[src/hw/irq_en_params.svh]
// register map, field layout and reset values of the peripheral interrupt enable block
`ifndef IRQ_EN_PARAMS_SVH
`define IRQ_EN_PARAMS_SVH
`define OFS_EN_A        12'h000
`define OFS_EN_B        12'h004
`define OFS_FLAG_A      12'h008
`define OFS_FLAG_B      12'h00C
`define OFS_CTRL        12'h010
`define OFS_STATUS      12'h014
`define OFS_MASK        12'h018
`define MASK_EN_A       8'hFB
`define MASK_EN_B       8'hEE
`define RST_EN          8'h00
`define CTRL_GLOBAL_BIT 0
`define CTRL_GROUP_BIT  1
`define ST_IRQ_BIT      0
`define ST_LOST_BIT     1
`endif

[src/hw/irq_en_pkg.sv]
// types of the peripheral interrupt enable block
package irq_en_pkg;
    typedef struct packed {
        logic        sel;
        logic        en;
        logic        wr;
        logic [11:0] addr;
        logic [31:0] wdata;
    } apb_req_t;
    typedef struct packed {
        logic [31:0] rdata;
        logic        ready;
        logic        slverr;
    } apb_rsp_t;
    typedef enum logic [1:0] {
        ST_IDLE   = 2'b01,
        ST_ACCESS = 2'b10
    } apb_state_t;
    typedef struct packed {
        apb_state_t  st;
        apb_rsp_t    rsp;
    } apb_regs_t;
    typedef struct packed {
        logic [7:0] flags;
    } flag_regs_t;
    typedef struct packed {
        logic [7:0] en_a;
        logic [7:0] en_b;
        logic [1:0] ctrl;
        logic [1:0] status;
        logic [1:0] mask;
        logic       irq;
        logic       pirq;
    } core_regs_t;
endpackage

[src/hw/apb_slave_port.sv]
// apb slave handshake with one wait state
`timescale 1ns/1ps
`default_nettype none
module apb_slave_port
(
    input  wire logic                  clk_in,
    input  wire logic                  resetn_in,
    input  wire logic                  ce_in,
    input  wire irq_en_pkg::apb_req_t  req_in,
    input  wire logic [31:0]           rdata_in,
    input  wire logic                  hit_in,
    output logic                       wr_stb_out,
    output var irq_en_pkg::apb_rsp_t   rsp_out
);
    irq_en_pkg::apb_regs_t r_q;
    irq_en_pkg::apb_regs_t r_d;
    always_comb
    begin
        r_d = r_q;
        wr_stb_out = 1'b0;
        r_d.rsp.ready = 1'b0;
        case (r_q.st)
            irq_en_pkg::ST_IDLE:
            begin
                if (req_in.sel && req_in.en)
                begin
                    r_d.st = irq_en_pkg::ST_ACCESS;
                    r_d.rsp.ready = 1'b1;
                    r_d.rsp.rdata = req_in.wr ? 32'h0000_0000 : rdata_in;
                    r_d.rsp.slverr = !hit_in;
                end
            end
            irq_en_pkg::ST_ACCESS:
            begin
                wr_stb_out = req_in.wr && hit_in;
                r_d.st = irq_en_pkg::ST_IDLE;
            end
            default:
                r_d.st = irq_en_pkg::ST_IDLE;
        endcase
    end
    always_ff @(posedge clk_in or negedge resetn_in)
    begin
        if (!resetn_in)
            r_q <= '{st: irq_en_pkg::ST_IDLE, rsp: '0};
        else if (ce_in)
            r_q <= r_d;
    end
    assign rsp_out = r_q.rsp;
endmodule
`default_nettype wire

[src/hw/irq_flag_bank.sv]
// one bank of sticky peripheral interrupt flags
`timescale 1ns/1ps
`default_nettype none
module irq_flag_bank
(
    input  wire logic       clk_in,
    input  wire logic       resetn_in,
    input  wire logic       ce_in,
    input  wire logic [7:0] impl_in,
    input  wire logic [7:0] set_in,
    input  wire logic [7:0] clr_in,
    output logic      [7:0] flags_out
);
    irq_en_pkg::flag_regs_t r_q;
    irq_en_pkg::flag_regs_t r_d;
    always_comb
    begin
        r_d = r_q;
        // set wins over a clear in the same cycle; enables play no part
        r_d.flags = ((r_q.flags & ~clr_in) | set_in) & impl_in;
    end
    always_ff @(posedge clk_in or negedge resetn_in)
    begin
        if (!resetn_in)
            r_q <= '0;
        else if (ce_in)
            r_q <= r_d;
    end
    assign flags_out = r_q.flags;
    property p_set_sticky;
        @(posedge clk_in) disable iff (!resetn_in)
        ce_in && (set_in & impl_in) != 8'h00 |=>
            (flags_out & $past(set_in & impl_in)) == $past(set_in & impl_in);
    endproperty
    a_set_sticky: assert property (p_set_sticky)
        else $error("flag set was lost");
endmodule
`default_nettype wire

[src/hw/periph_irq_enable_regs.sv]
// peripheral interrupt enable registers with flags, group and global gating over apb
// Functional notes
// - flags set regardless of any enable
// - no interrupt without peripheral group enable, except IRQ_OUT from the lost-event status bit
// - enable bits writable, readable, reset zero
// - first register bit map, bit2 absent
// - second register bit map, bits 4,0 absent
`timescale 1ns/1ps
`default_nettype none
`include "irq_en_params.svh"
module periph_irq_enable_regs
(
    input  wire logic        CLK_IN,
    input  wire logic        RESETN_IN,
    input  wire logic        CE_IN,
    input  wire logic        PSEL_IN,
    input  wire logic        PENABLE_IN,
    input  wire logic        PWRITE_IN,
    input  wire logic [11:0] PADDR_IN,
    input  wire logic [31:0] PWDATA_IN,
    input  wire logic [7:0]  FLAG_SET_A_IN,
    input  wire logic [7:0]  FLAG_SET_B_IN,
    output logic      [31:0] PRDATA_OUT,
    output logic             PREADY_OUT,
    output logic             PSLVERR_OUT,
    output logic             PERIPH_IRQ_OUT,
    output logic             IRQ_OUT
);
    // bus carrier and the state of this module
    irq_en_pkg::apb_req_t   req;
    irq_en_pkg::apb_rsp_t   rsp;
    irq_en_pkg::core_regs_t r_q;
    irq_en_pkg::core_regs_t r_d;
    logic                   wr_stb;
    logic                   hit;
    logic [31:0]            rdata;
    logic [7:0]             wbyte;
    logic [7:0]             flags_a;
    logic [7:0]             flags_b;
    logic [7:0]             clr_a;
    logic [7:0]             clr_b;
    logic [1:0]             st_clr;
    logic                   lost;
    // one compare shared by the read decoder and every write target
    function automatic logic addr_is(input logic [11:0] addr, input logic [11:0] ofs);
        addr_is = (addr == ofs);
    endfunction
    // ones written to a flag word select the bits to clear
    function automatic logic [7:0] clr_sel(input logic sel, input logic [7:0] data);
        clr_sel = sel ? data : 8'h00;
    endfunction
    // any flag that is pending and enabled in one bank
    function automatic logic pend_any(input logic [7:0] f, input logic [7:0] e);
        pend_any = |(f & e);
    endfunction
    // byte and two-bit registers read back zero extended
    function automatic logic [31:0] zext8(input logic [7:0] v);
        zext8 = {24'h00_0000, v};
    endfunction
    function automatic logic [31:0] zext2(input logic [1:0] v);
        zext2 = {30'h0000_0000, v};
    endfunction
    // the master's request travels as one carrier into the slave port
    assign req = '{sel:   PSEL_IN,
                   en:    PENABLE_IN,
                   wr:    PWRITE_IN,
                   addr:  PADDR_IN,
                   wdata: PWDATA_IN};
    assign wbyte = req.wdata[7:0];
    // one wait state: the answer is registered, so read data is taken from settled state
    apb_slave_port bus
    (
        .clk_in     (CLK_IN),
        .resetn_in  (RESETN_IN),
        .ce_in      (CE_IN),
        .req_in     (req),
        .rdata_in   (rdata),
        .hit_in     (hit),
        .wr_stb_out (wr_stb),
        .rsp_out    (rsp)
    );
    // read decoder
    always_comb
    begin
        hit   = 1'b1;
        rdata = 32'h0000_0000;
        if (addr_is(req.addr, `OFS_EN_A))
        begin
            rdata = zext8(r_q.en_a);
        end
        else if (addr_is(req.addr, `OFS_EN_B))
        begin
            rdata = zext8(r_q.en_b);
        end
        else if (addr_is(req.addr, `OFS_FLAG_A))
        begin
            rdata = zext8(flags_a);
        end
        else if (addr_is(req.addr, `OFS_FLAG_B))
        begin
            rdata = zext8(flags_b);
        end
        else if (addr_is(req.addr, `OFS_CTRL))
        begin
            rdata = zext2(r_q.ctrl);
        end
        else if (addr_is(req.addr, `OFS_STATUS))
        begin
            rdata = zext2(r_q.status);
        end
        else if (addr_is(req.addr, `OFS_MASK))
        begin
            rdata = zext2(r_q.mask);
        end
        else
        begin
            // unmapped words read zero and answer with an error
            hit = 1'b0;
        end
    end
    // flags and status clear by writing ones; a coincident event still wins
    assign clr_a  = clr_sel(wr_stb && addr_is(req.addr, `OFS_FLAG_A), wbyte);
    assign clr_b  = clr_sel(wr_stb && addr_is(req.addr, `OFS_FLAG_B), wbyte);
    assign st_clr = (wr_stb && addr_is(req.addr, `OFS_STATUS)) ? wbyte[1:0] : 2'b00;
    // flags latch whatever the enables hold
    irq_flag_bank bank_a
    (
        .clk_in    (CLK_IN),
        .resetn_in (RESETN_IN),
        .ce_in     (CE_IN),
        .impl_in   (`MASK_EN_A),
        .set_in    (FLAG_SET_A_IN),
        .clr_in    (clr_a),
        .flags_out (flags_a)
    );
    irq_flag_bank bank_b
    (
        .clk_in    (CLK_IN),
        .resetn_in (RESETN_IN),
        .ce_in     (CE_IN),
        .impl_in   (`MASK_EN_B),
        .set_in    (FLAG_SET_B_IN),
        .clr_in    (clr_b),
        .flags_out (flags_b)
    );
    // a flag cannot count, so a second event on a pending flag is recorded here
    assign lost = |((FLAG_SET_A_IN & flags_a & ~clr_a) | (FLAG_SET_B_IN & flags_b & ~clr_b));
    // next state of enables, control, status and the two requests
    always_comb
    begin
        r_d = r_q;
        if (wr_stb)
        begin
            if (addr_is(req.addr, `OFS_EN_A))
            begin
                // absent positions are dropped on the way in
                r_d.en_a = wbyte & `MASK_EN_A;
            end
            else if (addr_is(req.addr, `OFS_EN_B))
            begin
                r_d.en_b = wbyte & `MASK_EN_B;
            end
            else if (addr_is(req.addr, `OFS_CTRL))
            begin
                r_d.ctrl = wbyte[1:0];
            end
            else if (addr_is(req.addr, `OFS_MASK))
            begin
                r_d.mask = wbyte[1:0];
            end
        end
        r_d.pirq = pend_any(flags_a, r_q.en_a) || pend_any(flags_b, r_q.en_b);
        if (!r_q.ctrl[`CTRL_GROUP_BIT] || !r_q.ctrl[`CTRL_GLOBAL_BIT])
        begin
            r_d.pirq = 1'b0;
        end
        r_d.status = r_q.status & ~st_clr;
        // events are applied after the clear so that a coincident event survives
        if (r_d.pirq && !r_q.pirq)
        begin
            r_d.status[`ST_IRQ_BIT] = 1'b1;
        end
        if (lost)
        begin
            r_d.status[`ST_LOST_BIT] = 1'b1;
        end
        // registered from next values so the level follows status and mask together
        r_d.irq = |(r_d.status & r_d.mask);
    end
    always_ff @(posedge CLK_IN or negedge RESETN_IN)
    begin
        if (!RESETN_IN)
            r_q <= '{en_a:   `RST_EN,
                     en_b:   `RST_EN,
                     ctrl:   2'b00,
                     status: 2'b00,
                     mask:   2'b00,
                     irq:    1'b0,
                     pirq:   1'b0};
        else if (CE_IN)
            r_q <= r_d;
    end
    assign PRDATA_OUT     = rsp.rdata;
    assign PREADY_OUT     = rsp.ready;
    assign PSLVERR_OUT    = rsp.slverr;
    assign PERIPH_IRQ_OUT = r_q.pirq;
    assign IRQ_OUT        = r_q.irq;
    // checks on the gating and the register contents
    property p_group_gate;
        @(posedge CLK_IN) disable iff (!RESETN_IN)
        CE_IN && !r_q.ctrl[`CTRL_GROUP_BIT] |=> !PERIPH_IRQ_OUT;
    endproperty
    a_group_gate: assert property (p_group_gate)
        else $error("peripheral request without group enable");
    property p_pirq_def;
        @(posedge CLK_IN) disable iff (!RESETN_IN)
        CE_IN |=> PERIPH_IRQ_OUT == $past(|((flags_a & r_q.en_a) | (flags_b & r_q.en_b))
            && r_q.ctrl[`CTRL_GROUP_BIT] && r_q.ctrl[`CTRL_GLOBAL_BIT]);
    endproperty
    a_pirq_def: assert property (p_pirq_def)
        else $error("peripheral request differs from gated flags");
    property p_irq_level;
        @(posedge CLK_IN) disable iff (!RESETN_IN)
        IRQ_OUT == |(r_q.status & r_q.mask);
    endproperty
    a_irq_level: assert property (p_irq_level)
        else $error("interrupt level differs from unmasked status");
    property p_absent_a;
        @(posedge CLK_IN) disable iff (!RESETN_IN)
        (r_q.en_a & ~`MASK_EN_A) == 8'h00;
    endproperty
    a_absent_a: assert property (p_absent_a)
        else $error("absent bit set in first enable register");
    property p_absent_b;
        @(posedge CLK_IN) disable iff (!RESETN_IN)
        (r_q.en_b & ~`MASK_EN_B) == 8'h00;
    endproperty
    a_absent_b: assert property (p_absent_b)
        else $error("absent bit set in second enable register");
    property p_status_set;
        @(posedge CLK_IN) disable iff (!RESETN_IN)
        CE_IN && r_d.pirq && !r_q.pirq |=> r_q.status[`ST_IRQ_BIT];
    endproperty
    a_status_set: assert property (p_status_set)
        else $error("request rise not recorded in status");
    c_pirq_rise: cover property (@(posedge CLK_IN) disable iff (!RESETN_IN)
        $rose(PERIPH_IRQ_OUT));
    c_irq_rise: cover property (@(posedge CLK_IN) disable iff (!RESETN_IN)
        $rose(IRQ_OUT));
    c_lost: cover property (@(posedge CLK_IN) disable iff (!RESETN_IN)
        r_q.status[`ST_LOST_BIT]);
    c_bus_error: cover property (@(posedge CLK_IN) disable iff (!RESETN_IN)
        PREADY_OUT && PSLVERR_OUT);
endmodule
`default_nettype wire
[config.mk]
export PLATFORM = sky130hd
export DESIGN_NAME = periph_irq_enable_regs
export DESIGN_NICKNAME = d
export VERILOG_FILES = /design/src/hw/irq_en_pkg.sv /design/src/hw/apb_slave_port.sv /design/src/hw/irq_flag_bank.sv /design/src/hw/periph_irq_enable_regs.sv
export VERILOG_INCLUDE_DIRS = /design/src /design/src/hw
export SDC_FILE = /design/constraint.sdc
export NUM_CORES = 1
export LEC_CHECK = 0
export BUFFER_PORTS_ARGS = -buffer_cell sky130_fd_sc_hd__buf_2
export CELL_PAD_IN_SITES_DETAIL_PLACEMENT = 0
export CELL_PAD_IN_SITES_GLOBAL_PLACEMENT = 1
export CORE_ASPECT_RATIO = 1.2
export CORE_MARGIN = 5
export CORE_UTILIZATION = 40
export DETAILED_ROUTE_END_ITERATION = 7
export PLACE_DENSITY_LB_ADDON = 0.1
export SETUP_SLACK_MARGIN = 0.02
export SLEW_MARGIN = 25
export SYNTH_ARGS = -nofsm -noshare
export SYNTH_HDL_FRONTEND = slang
export SYNTH_SLANG_ARGS = --single-unit
[constraint.sdc]
create_clock -name CLK_IN -period 3.6 [get_ports CLK_IN]
set_input_delay 0 -clock CLK_IN [delete_from_list [all_inputs] [get_ports CLK_IN]]
set_output_delay 0 -clock CLK_IN [all_outputs]
set_load 0.01 [all_outputs]
; Word-level counts from Yosys, hierarchy flattened
; Cells that the tools add are included.
[word_totals]
regBits = 46
in_bits = 66
out_inout_bits = 36
[op_classes]
n_eq_ne = 9
n_mux = 30
n_bitwise = 18
n_reduce_logical = 22
[ops]
columns = operator, n
row1 = bitwise AND 8 bit, 8
row2 = 2-to-1 mux 8 bit, 7
row3 = "equality test 12 x 5 -> 1 bit, second input constant", 3
row4 = 2-to-1 mux 36 bit, 1
row5 = "equality test 12 x 4 -> 1 bit, second input constant", 2
row6 = OR 8 bit, 3
row7 = OR reduction 8 bit, 3
row8 = 2-to-1 mux 2 bit, 11
row9 = inverter 8 bit, 2
row10 = "equality test 12 x 3 -> 1 bit, second input constant", 1
row11 = logical NOT 12 bit, 1
row12 = 2-to-1 mux 1 bit, 11
row13 = logical AND 1 bit, 6
row14 = AND reduction 3 bit, 2
row15 = AND reduction 5 bit, 1
row16 = bitwise AND 2 bit, 2
row17 = logical NOT 1 bit, 4
row18 = AND reduction 4 bit, 1
row19 = "equality test 2 x 1 -> 1 bit, second input constant", 1
row20 = "equality test 2 bit, second input constant", 1
row21 = logical OR 1 bit, 2
row22 = "inequality test 2 x 1 -> 1 bit, second input constant", 1
row23 = inverter 1 bit, 2
row24 = inverter 2 bit, 1
row25 = 2 further kinds, 2

; Logic depth before layout (Yosys ltp)
; Gate-level depths: netlist of run 1.
[logic_depth]
word_depth = 19
depth_mapped = 7
depth_no_buf = 6

; By module
; From an unflattened synthesis of run 1, not the netlist that was laid out.
[unflattened]
cells_unflattened = 410
hier_area_um2 = 4446.8
[by_module_without_submodules]
columns = mod, n_inst, cells_each, area_each_um2
row1 = apb_slave_port, 1, 151, 1931.9
row2 = periph_irq_enable_regs, 1, 193, 1764.2
row3 = irq_flag_bank, 2, 33, 375.4

; Least setup slack after synthesis of run 1
; OpenSTA, ideal clock, no wires.
[synth_path]
path_type = in2reg
start = input PADDR_IN[9]
end = register bus.r_q, in the netlist bus.rsp_out[5]
setup_time_ps = 95
arrival_ps = 1829
setup_slack_ps = 1675
stages = 5
n_path_buf = 1
path_cell_list = or4_4 > buf_6 > or4_4 > or4_4 > o31ai_1
[synth_between]
elab_chain_cells = 6
elab_cells_between_ends = 9
classes_between = 3 x eq/ne / 5 x mux / 1 x reduce/logical
[synth_lines]
columns = element, line_no
row1 = "start, declared", periph_irq_enable_regs.sv:19  ; input wire logic [11:0] PADDR_IN,
row2 = equality test 12 x 4 -> 1 bit, periph_irq_enable_regs.sv:46  ; addr_is = (addr == ofs);
row3 = 2-to-1 mux 8 bit, periph_irq_enable_regs.sv:99  ; else if (addr_is(req.addr, `OFS_FLAG_B))
row4 = 2-to-1 mux 8 bit, periph_irq_enable_regs.sv:95  ; else if (addr_is(req.addr, `OFS_FLAG_A))
row5 = 2-to-1 mux 8 bit, periph_irq_enable_regs.sv:91  ; else if (addr_is(req.addr, `OFS_EN_B))
row6 = 2-to-1 mux 8 bit *, periph_irq_enable_regs.sv:87  ; if (addr_is(req.addr, `OFS_EN_A))
row7 = 2-to-1 mux 8 bit *, apb_slave_port.sv:29  ; r_d.rsp.rdata = req_in.wr ? 32'h0000_0000 : rdata_in;
row8 = "end signal, assigned", apb_slave_port.sv:45  ; r_q <= '{st: irq_en_pkg::ST_IDLE, rsp: '0};
row9 = "end signal, assigned", apb_slave_port.sv:47  ; r_q <= r_d;
row10 = "end, declared", apb_slave_port.sv:15  ; irq_en_pkg::apb_regs_t r_q;
; Mark *: on every way between the ends. The rest lies on a longest branch, timed or not.
; A chain may end at the register's enable or synchronous reset.

; Worst setup path after layout of run 1
[layout_path]
start = register bus.r_q[35] (netlist bit)
end = register r_q[13] (netlist bit)
[layout_between]
elab_chain_cells = 3
[layout_lines]
columns = element, line_no
row1 = equality test 2 bit, apb_slave_port.sv:22  ; case (r_q.st)
row2 = 2-to-1 mux 1 bit, apb_slave_port.sv:22
row3 = AND reduction 4 bit (no line), -
row4 = "end signal, assigned", periph_irq_enable_regs.sv:193  ; r_q <= '{en_a: `RST_EN,
row5 = "end signal, assigned", periph_irq_enable_regs.sv:201  ; r_q <= r_d;
row6 = "end, declared", periph_irq_enable_regs.sv:32  ; irq_en_pkg::core_regs_t r_q;
; Every way passes these cells.

==> run_results.csv, run 1 <==
group,metric,value,unit
run_status,outcome,"completed",
finish,area_growth,15.0,%
yosys,ys_warn_count,0,
pwr,internal_power,0.715,mW
grt,antenna_found_initial,0,
yosys,synth_compound_area_frac,0.179,
yosys,yosys.cell_count.top_type,"dfrtp_1",
route,firstDrtPassIters,4,
route,vias_per_cell,5.44,
grt,grt_max_degree,47,
finish,drive_above_1_share,0.256,
route,ant_nets,0,
cts,cts_root_buffer,"clkbuf_8",
yosys,synth_seq_area_share,0.416,
route,via_count,2322,
cts,htree_levels,2,
finish,n_fill_cell,697,
yosys,synth_area,2770,um2
worst_setup_path,crit_path_start_kind,"flip-flop",
yosys,synth_common_cells,"dfrtp_1 (45), nand2_1 (38), buf_4 (32)",
sta,holdWs,0.00588,ns
pwr,comb_power_share,0.138,
pwr,p_total,0.990,mW
finish,postLayoutCoreUtil,0.468,
finish,seqCellArea,1150,um2
cts,clk_latency,0.30,ns
floorplan,die_y,101,um
yosys,synth-main-ff-cell,"dfrtp_1",
sta,fin_crit_sh,0.661,
floorplan,core-area,6810,um2
cts,clk_pin_slew,0.09,ns
finish,multi_input_area,1380,um2
placed_design,dp_hpwl,5.49,mm
yosys,muxShareOfSynthArea,0.0993,
floorplan,die_x,86.0,um
worst_setup_path,slowest_stage,"nor4b_1",
yosys,netlist_instances,286,
pwr,switching_share,0.278,
pwr,netSwitchingPower,0.275,mW
yosys,synth_top_cell_by_area,"dfrtp_1",
floorplan,ios,102,
sta,maxSlewHeadroom,0.500,
yosys,synth_top_family_by_area,"simple AND/OR/NAND/NOR gates",
floorplan,initial_core_util,0.407,
finish,antennaDiodeCount,0,
sta,tightest_slew,0.739,ns
route,drt_wl_total,7.44,mm
grt,grt_pass1_wl,12.2,mm
sta,rsz0062_at_grt,"no",
yosys,ys_async_sr_fraction,1.00,
sta,max_freq,420,MHz
yosys,synthAdderAreaFrac,0,
worst_setup_path,cp_slowest_stage_delay,0.62,ns
sta,period_needed,2.38,ns
yosys,yosysUniqueCellTypes,50,
yosys,synth_xor_area_frac,0,
worst_setup_path,crit_family,"simple AND/OR/NAND/NOR gates",
cts,cts_resized,0,
pwr,power.share.clock,0.326,
pwr,leakage,1.49,nW
worst_setup_path,worstPathRequired,3.79,ns
pwr,power_density,311,nW/um2
placed_design,gp_congestion,0.821,
sta,hold_viol_final,0,
yosys,yosys.area_share.simple,0.188,
cts,cts_max_path_buffers,2,
sta,setup_ws,1.22,ns
floorplan,die-area,8700,um2
grt,grt_usage,0.177,
sta,skew,0.00818,ns
yosys,synth_edf_count,0,
placed_design,dp_slack,1.24,ns
pwr,seqPwrFrac,0.537,
placed_design,port_buffers,50,
worst_setup_path,path_cells,"inv_1, nor4b_1, nand3_1, nor2_1, mux2_2",
route,drt-initial-drc-count,131,
grt,grt_pass1_vias,2361,
yosys,ys_top_cells_by_area,"dfrtp_1 (41%), buf_4 (8.7%), mux2_2 (7.3%)",
finish,nNetsFinal,405,
flow_run,drv_cap,0,
sta,setup_viol,0,
yosys,yosysTopAreaCellShare,0.406,
grt,grt_overflow,0,
yosys,ys_ff_latch,46,
worst_setup_path,cp_max_fo,7,
route,drc_errors,0,
min_path,hold_path_class,"primary input to flip-flop",
worst_setup_path,end_kind,"flip-flop",
floorplan,fp-row-count,33,
worst_setup_path,worstPathArrival,2.57,ns
pwr,ir_worst_vdd,0.171,mV
sta,fin_tns_setup,0,ns
yosys,synth_area_per_cell,9.69,um2
route,routedWlPerCell,17.4,um
worst_setup_path,criticalPathCategory,"flip-flop to flip-flop",
cts,cts_sinks,46,
worst_setup_path,worst-path-buf-inv,1,
cts,tritoncts,"yes",
sta,final_max_slew_viol_count,0,
cts,cts_buffers,5,
timing repair:
| item | 4_1_cts | 5_1_grt |
|---|---|---|
| endpoints found under the hold margin | 63 | 0 |
| buffers inserted | 0 | 0 |
| endpoints found under the setup margin | 0 | 0 |
| hold buffers | 17 | 0 |
registers in the layout, summed over array words and instances, names as in the netlist:
signal	flops
r_q	19
bus.rsp_out	10
bank_a.flags_out	7
bank_b.flags_out	6
bus.r_q	2
IRQ_OUT	1
PERIPH_IRQ_OUT	1
worst reg2reg max path, stage by stage, from the launching register on:
cell	delay, ns
dfrtp_1	0.40
inv_1	0.06
nor4b_1	0.62
nand3_1	0.24
nor2_1	0.55
mux2_2	0.40
power groups by stage:
stage | clock, mW | combinational [mW] | sequential (mW)
after CTS | 0.332 | 0.136 | 0.532
after floorplan | 0 | 0.0789 | 0.544
after global routing | 0.354 | 0.150 | 0.533
after detailed placement | 0 | 0.122 | 0.542
after global placement | 0 | 0.122 | 0.542
final | 0.323 | 0.136 | 0.531
through the flow:
step	instance area, um2	cells
after floorplan	2860	309
final	3190	427
after global placement	2930	402
after CTS	3190	427
after detailed placement	2930	402
after global routing	3190	427
cells by family (layout without fill, tap and decap cells):
logic type      count (synthesis)  after routing
simple gates                   95             95
compound gates                 68             68
buf+inv                        52             83
flops                          46             46
mux                            24             24
other cells                     1             24
area by class of cell:
cell class                      count  area share
Multi-Input combinational cell    211       0.434
Sequential cell                    46       0.361
Timing Repair Buffer               68       0.135
Tap cell                           87      0.0341
Clock buffer                        5      0.0216
Inverter                            7     0.00824
Clock inverter                      3     0.00589
path summary, 6_finish.rpt:
check | start | endpoint | slack [ns] | cells past startpoint
min in group asynchronous | RESETN_IN | r_q[3] | 0.23 | 2
setup reg to reg | bus.r_q[35] | r_q[13] | 1.22 | 5
max in group asynchronous | RESETN_IN | bus.rsp_out[6] | 2.95 | 2
hold reg to reg | bus.rsp_out[2] | bus.rsp_out[2] | 0.48 | 2
hold / removal | PWDATA_IN[7] | r_q[23] | 0.006 | 2
setup / recovery | bus.r_q[35] | r_q[13] | 1.22 | 5
placed cells by master (no fill, tap or decap), types with 2 or more instances in the layout:
cell	instances
a21oi_1	8
a22o_1	14
a22oi_1	11
a311oi_1	2
a31oi_1	4
and3_1	3
buf_2	49
buf_4	2
clkbuf_8	5
clkinv_2	2
conb_1	24
dfrtp_1	45
dlygate4sd3_1	17
inv_1	7
mux2_2	18
mux2i_1	5
nand2_1	38
nand2b_1	4
nand3_1	9
nand4_1	4
nor2_1	14
nor2b_1	2
nor4_1	2
nor4b_1	2
o211ai_1	2
o21a_1	2
o21ai_0	10
o22ai_1	2
o31ai_1	5
o41ai_1	3
or3_1	2
or4_4	3
metal layers:
| layer | track usage | share of wire | up-vias |
|---|---|---|---|
| li1 | - | - | 1101 |
| met1 | 0.239 | 0.45 | 1120 |
| met2 | 0.291 | 0.47 | 84 |
| met3 | 0.0317 | 0.052 | 17 |
| met4 | 0.0499 | 0.019 | 0 |
| met5 | 0 | 0 | - |
Power figures use the tool's default switching activity.
==> run 2: changes to the inputs <==
- CORE_UTILIZATION: 40 -> 37
- clock period: 3.6 -> 2.28 ns (I/O delays scaled with it)
==> run 2 against run 1 <==
Effect of this change:
- clock skew fell by 0.00098 ns
- clock power rose by 89%
- core utilization fell by 0.61 points
- global-route usage rose by 0.11 points
- critical path type unchanged
- critical endpoint is now bank_a.flags_out[4]
==> run_results.csv, run 2 (same netlist as run 1, synthesis figures left out) <==
group,metric,value,unit
placed_design,dp_hpwl,6.01,mm
pwr,switching_share,0.254,
finish,largest_reg_flops,19,
finish,postLayoutCoreUtil,0.462,
worst_setup_path,end_kind,"flip-flop",
floorplan,initial_core_util,0.381,
sta,fin_tns_setup,0,ns
pwr,internal_power,1.25,mW
sta,setup_viol,0,
finish,final_area,3360,um2
worst_setup_path,path_common_cell,"buf_4",
sta,holdWs,0.00538,ns
min_path,hold_path_class,"primary input to flip-flop",
cts,clk_pin_slew,0.09,ns
worst_setup_path,worst-path-buf-inv,4,
worst_setup_path,slowest_stage,"dlygate4sd3_1",
floorplan,ios,102,
finish,fin_cells,448,
flow_run,drv_cap,0,
finish,n_fill_cell,761,
grt,grt_max_degree,33,
sta,max_freq,477,MHz
finish,drive_above_1_share,0.288,
route,routedWlPerCell,17.7,um
cts,cts_buffers,5,
route,vias_per_cell,5.28,
worst_setup_path,crit_path_start_kind,"flip-flop",
floorplan,die-area,9330,um2
pwr,leakage,1.58,nW
sta,hold_viol_final,0,
floorplan,core-area,7270,um2
finish,final_cell_mix,"buf_2 (50), dfrtp_1 (45), nand2_1 (38)",
grt,antenna_found_initial,0,
route,via_count,2365,
pwr,p_total,1.68,mW
cts,cts_max_path_buffers,2,
worst_setup_path,cp_max_fo,7,
cts,clk_latency,0.31,ns
worst_setup_path,cp_slowest_stage_delay,0.55,ns
pwr,ir_worst_vdd,0.204,mV
finish,largest_register,"r_q",
finish,seqCellArea,1150,um2
sta,rsz0062_at_grt,"no",
sta,final_max_slew_viol_count,0,
worst_setup_path,criticalPathCategory,"flip-flop to flip-flop",
finish,antennaDiodeCount,0,
finish,nNetsFinal,423,
worst_setup_path,crit_family,"buffers and inverters",
pwr,power.share.clock,0.363,
floorplan,die_y,105,um
finish,multi_input_area,1390,um2
route,drt_wl_total,7.95,mm
grt,grt_pass1_vias,2366,
cts,cts_root_buffer,"clkbuf_8",
grt,grt_pass1_wl,12.8,mm
cts,tritoncts,"yes",
placed_design,dp_cells,421,
worst_setup_path,worstPathRequired,2.48,ns
sta,period_needed,2.10,ns
finish,area_growth,21.2,%
placed_design,gp_congestion,0.853,
sta,skew,0.00720,ns
floorplan,fp-row-count,34,
run_status,outcome,"completed",
placed_design,dp_slack,0.180,ns
route,drc_errors,0,
route,ant_nets,0,
sta,setup_ws,0.182,ns
grt,grt_overflow,0,
grt,grt_usage,0.178,
route,drt-initial-drc-count,114,
pwr,netSwitchingPower,0.426,mW
pwr,power_density,499,nW/um2
sta,fin_crit_sh,0.920,
pwr,comb_power_share,0.135,
sta,maxSlewHeadroom,0.512,
sta,tightest_slew,0.731,ns
placed_design,dpl_cell_area,3050,um2
cts,htree_levels,2,
floorplan,die_x,89.0,um
pwr,seqPwrFrac,0.501,
worst_setup_path,worstPathArrival,2.30,ns
finish,final_common_cell,"buf_2",
placed_design,port_buffers,50,
cts,cts_sinks,46,
worst_setup_path,path_cells,"inv_1, nor4b_2, buf_4, nand3_1, nor2_1, buf_4, nand2_1, a22o_1, dlygate4sd3_1",
route,firstDrtPassIters,4,
-- run 2: layer usage --
metal  vias to the layer above  share of wire  track usage
met5                         -              0            0
met3                        11          0.055       0.0315
met1                      1138           0.44        0.241
met2                        75           0.49        0.289
met4                         0          0.015       0.0511
li1                       1141              -            -
-- run 2: worst paths after layout --
kind                       slack, ns  depth (start not counted)                  end      startpoint
max in group asynchronous       1.30                          3          bus.r_q[34]       RESETN_IN
hold reg to reg                 0.48                          2       bus.rsp_out[6]  bus.rsp_out[6]
setup reg to reg                0.18                          9  bank_a.flags_out[4]     bus.r_q[35]
setup / recovery                0.18                          9  bank_a.flags_out[4]     bus.r_q[35]
min in group asynchronous       0.30                          2  bank_a.flags_out[4]       RESETN_IN
hold / removal                 0.005                          2              r_q[11]    PWDATA_IN[3]
-- run 2: what timing repair did --
action,CTS,global route
endpoints found under the setup margin,0,1
resized for setup,0,2
hold buffers,19,0
buffers inserted,0,0
endpoints found under the hold margin,50,0
-- run 2: layout make-up --
class / count / share of cell area
Clock inverter: 1 / 0.00894
Sequential cell: 46 / 0.343
Clock buffer: 7 / 0.0227
Tap cell: 90 / 0.0335
Multi-Input combinational cell: 211 / 0.415
Timing Repair Buffer: 86 / 0.169
Inverter: 7 / 0.00782
-- run 2: power by group through the flow --
stage / registers [mW] / logic, mW / clock network [mW]
finish: 0.839 / 0.227 / 0.609
global route: 0.842 / 0.253 / 0.648
CTS: 0.839 / 0.226 / 0.632
detailed placement: 0.856 / 0.203 / 0
global placement: 0.855 / 0.202 / 0
floorplan: 0.858 / 0.125 / 0
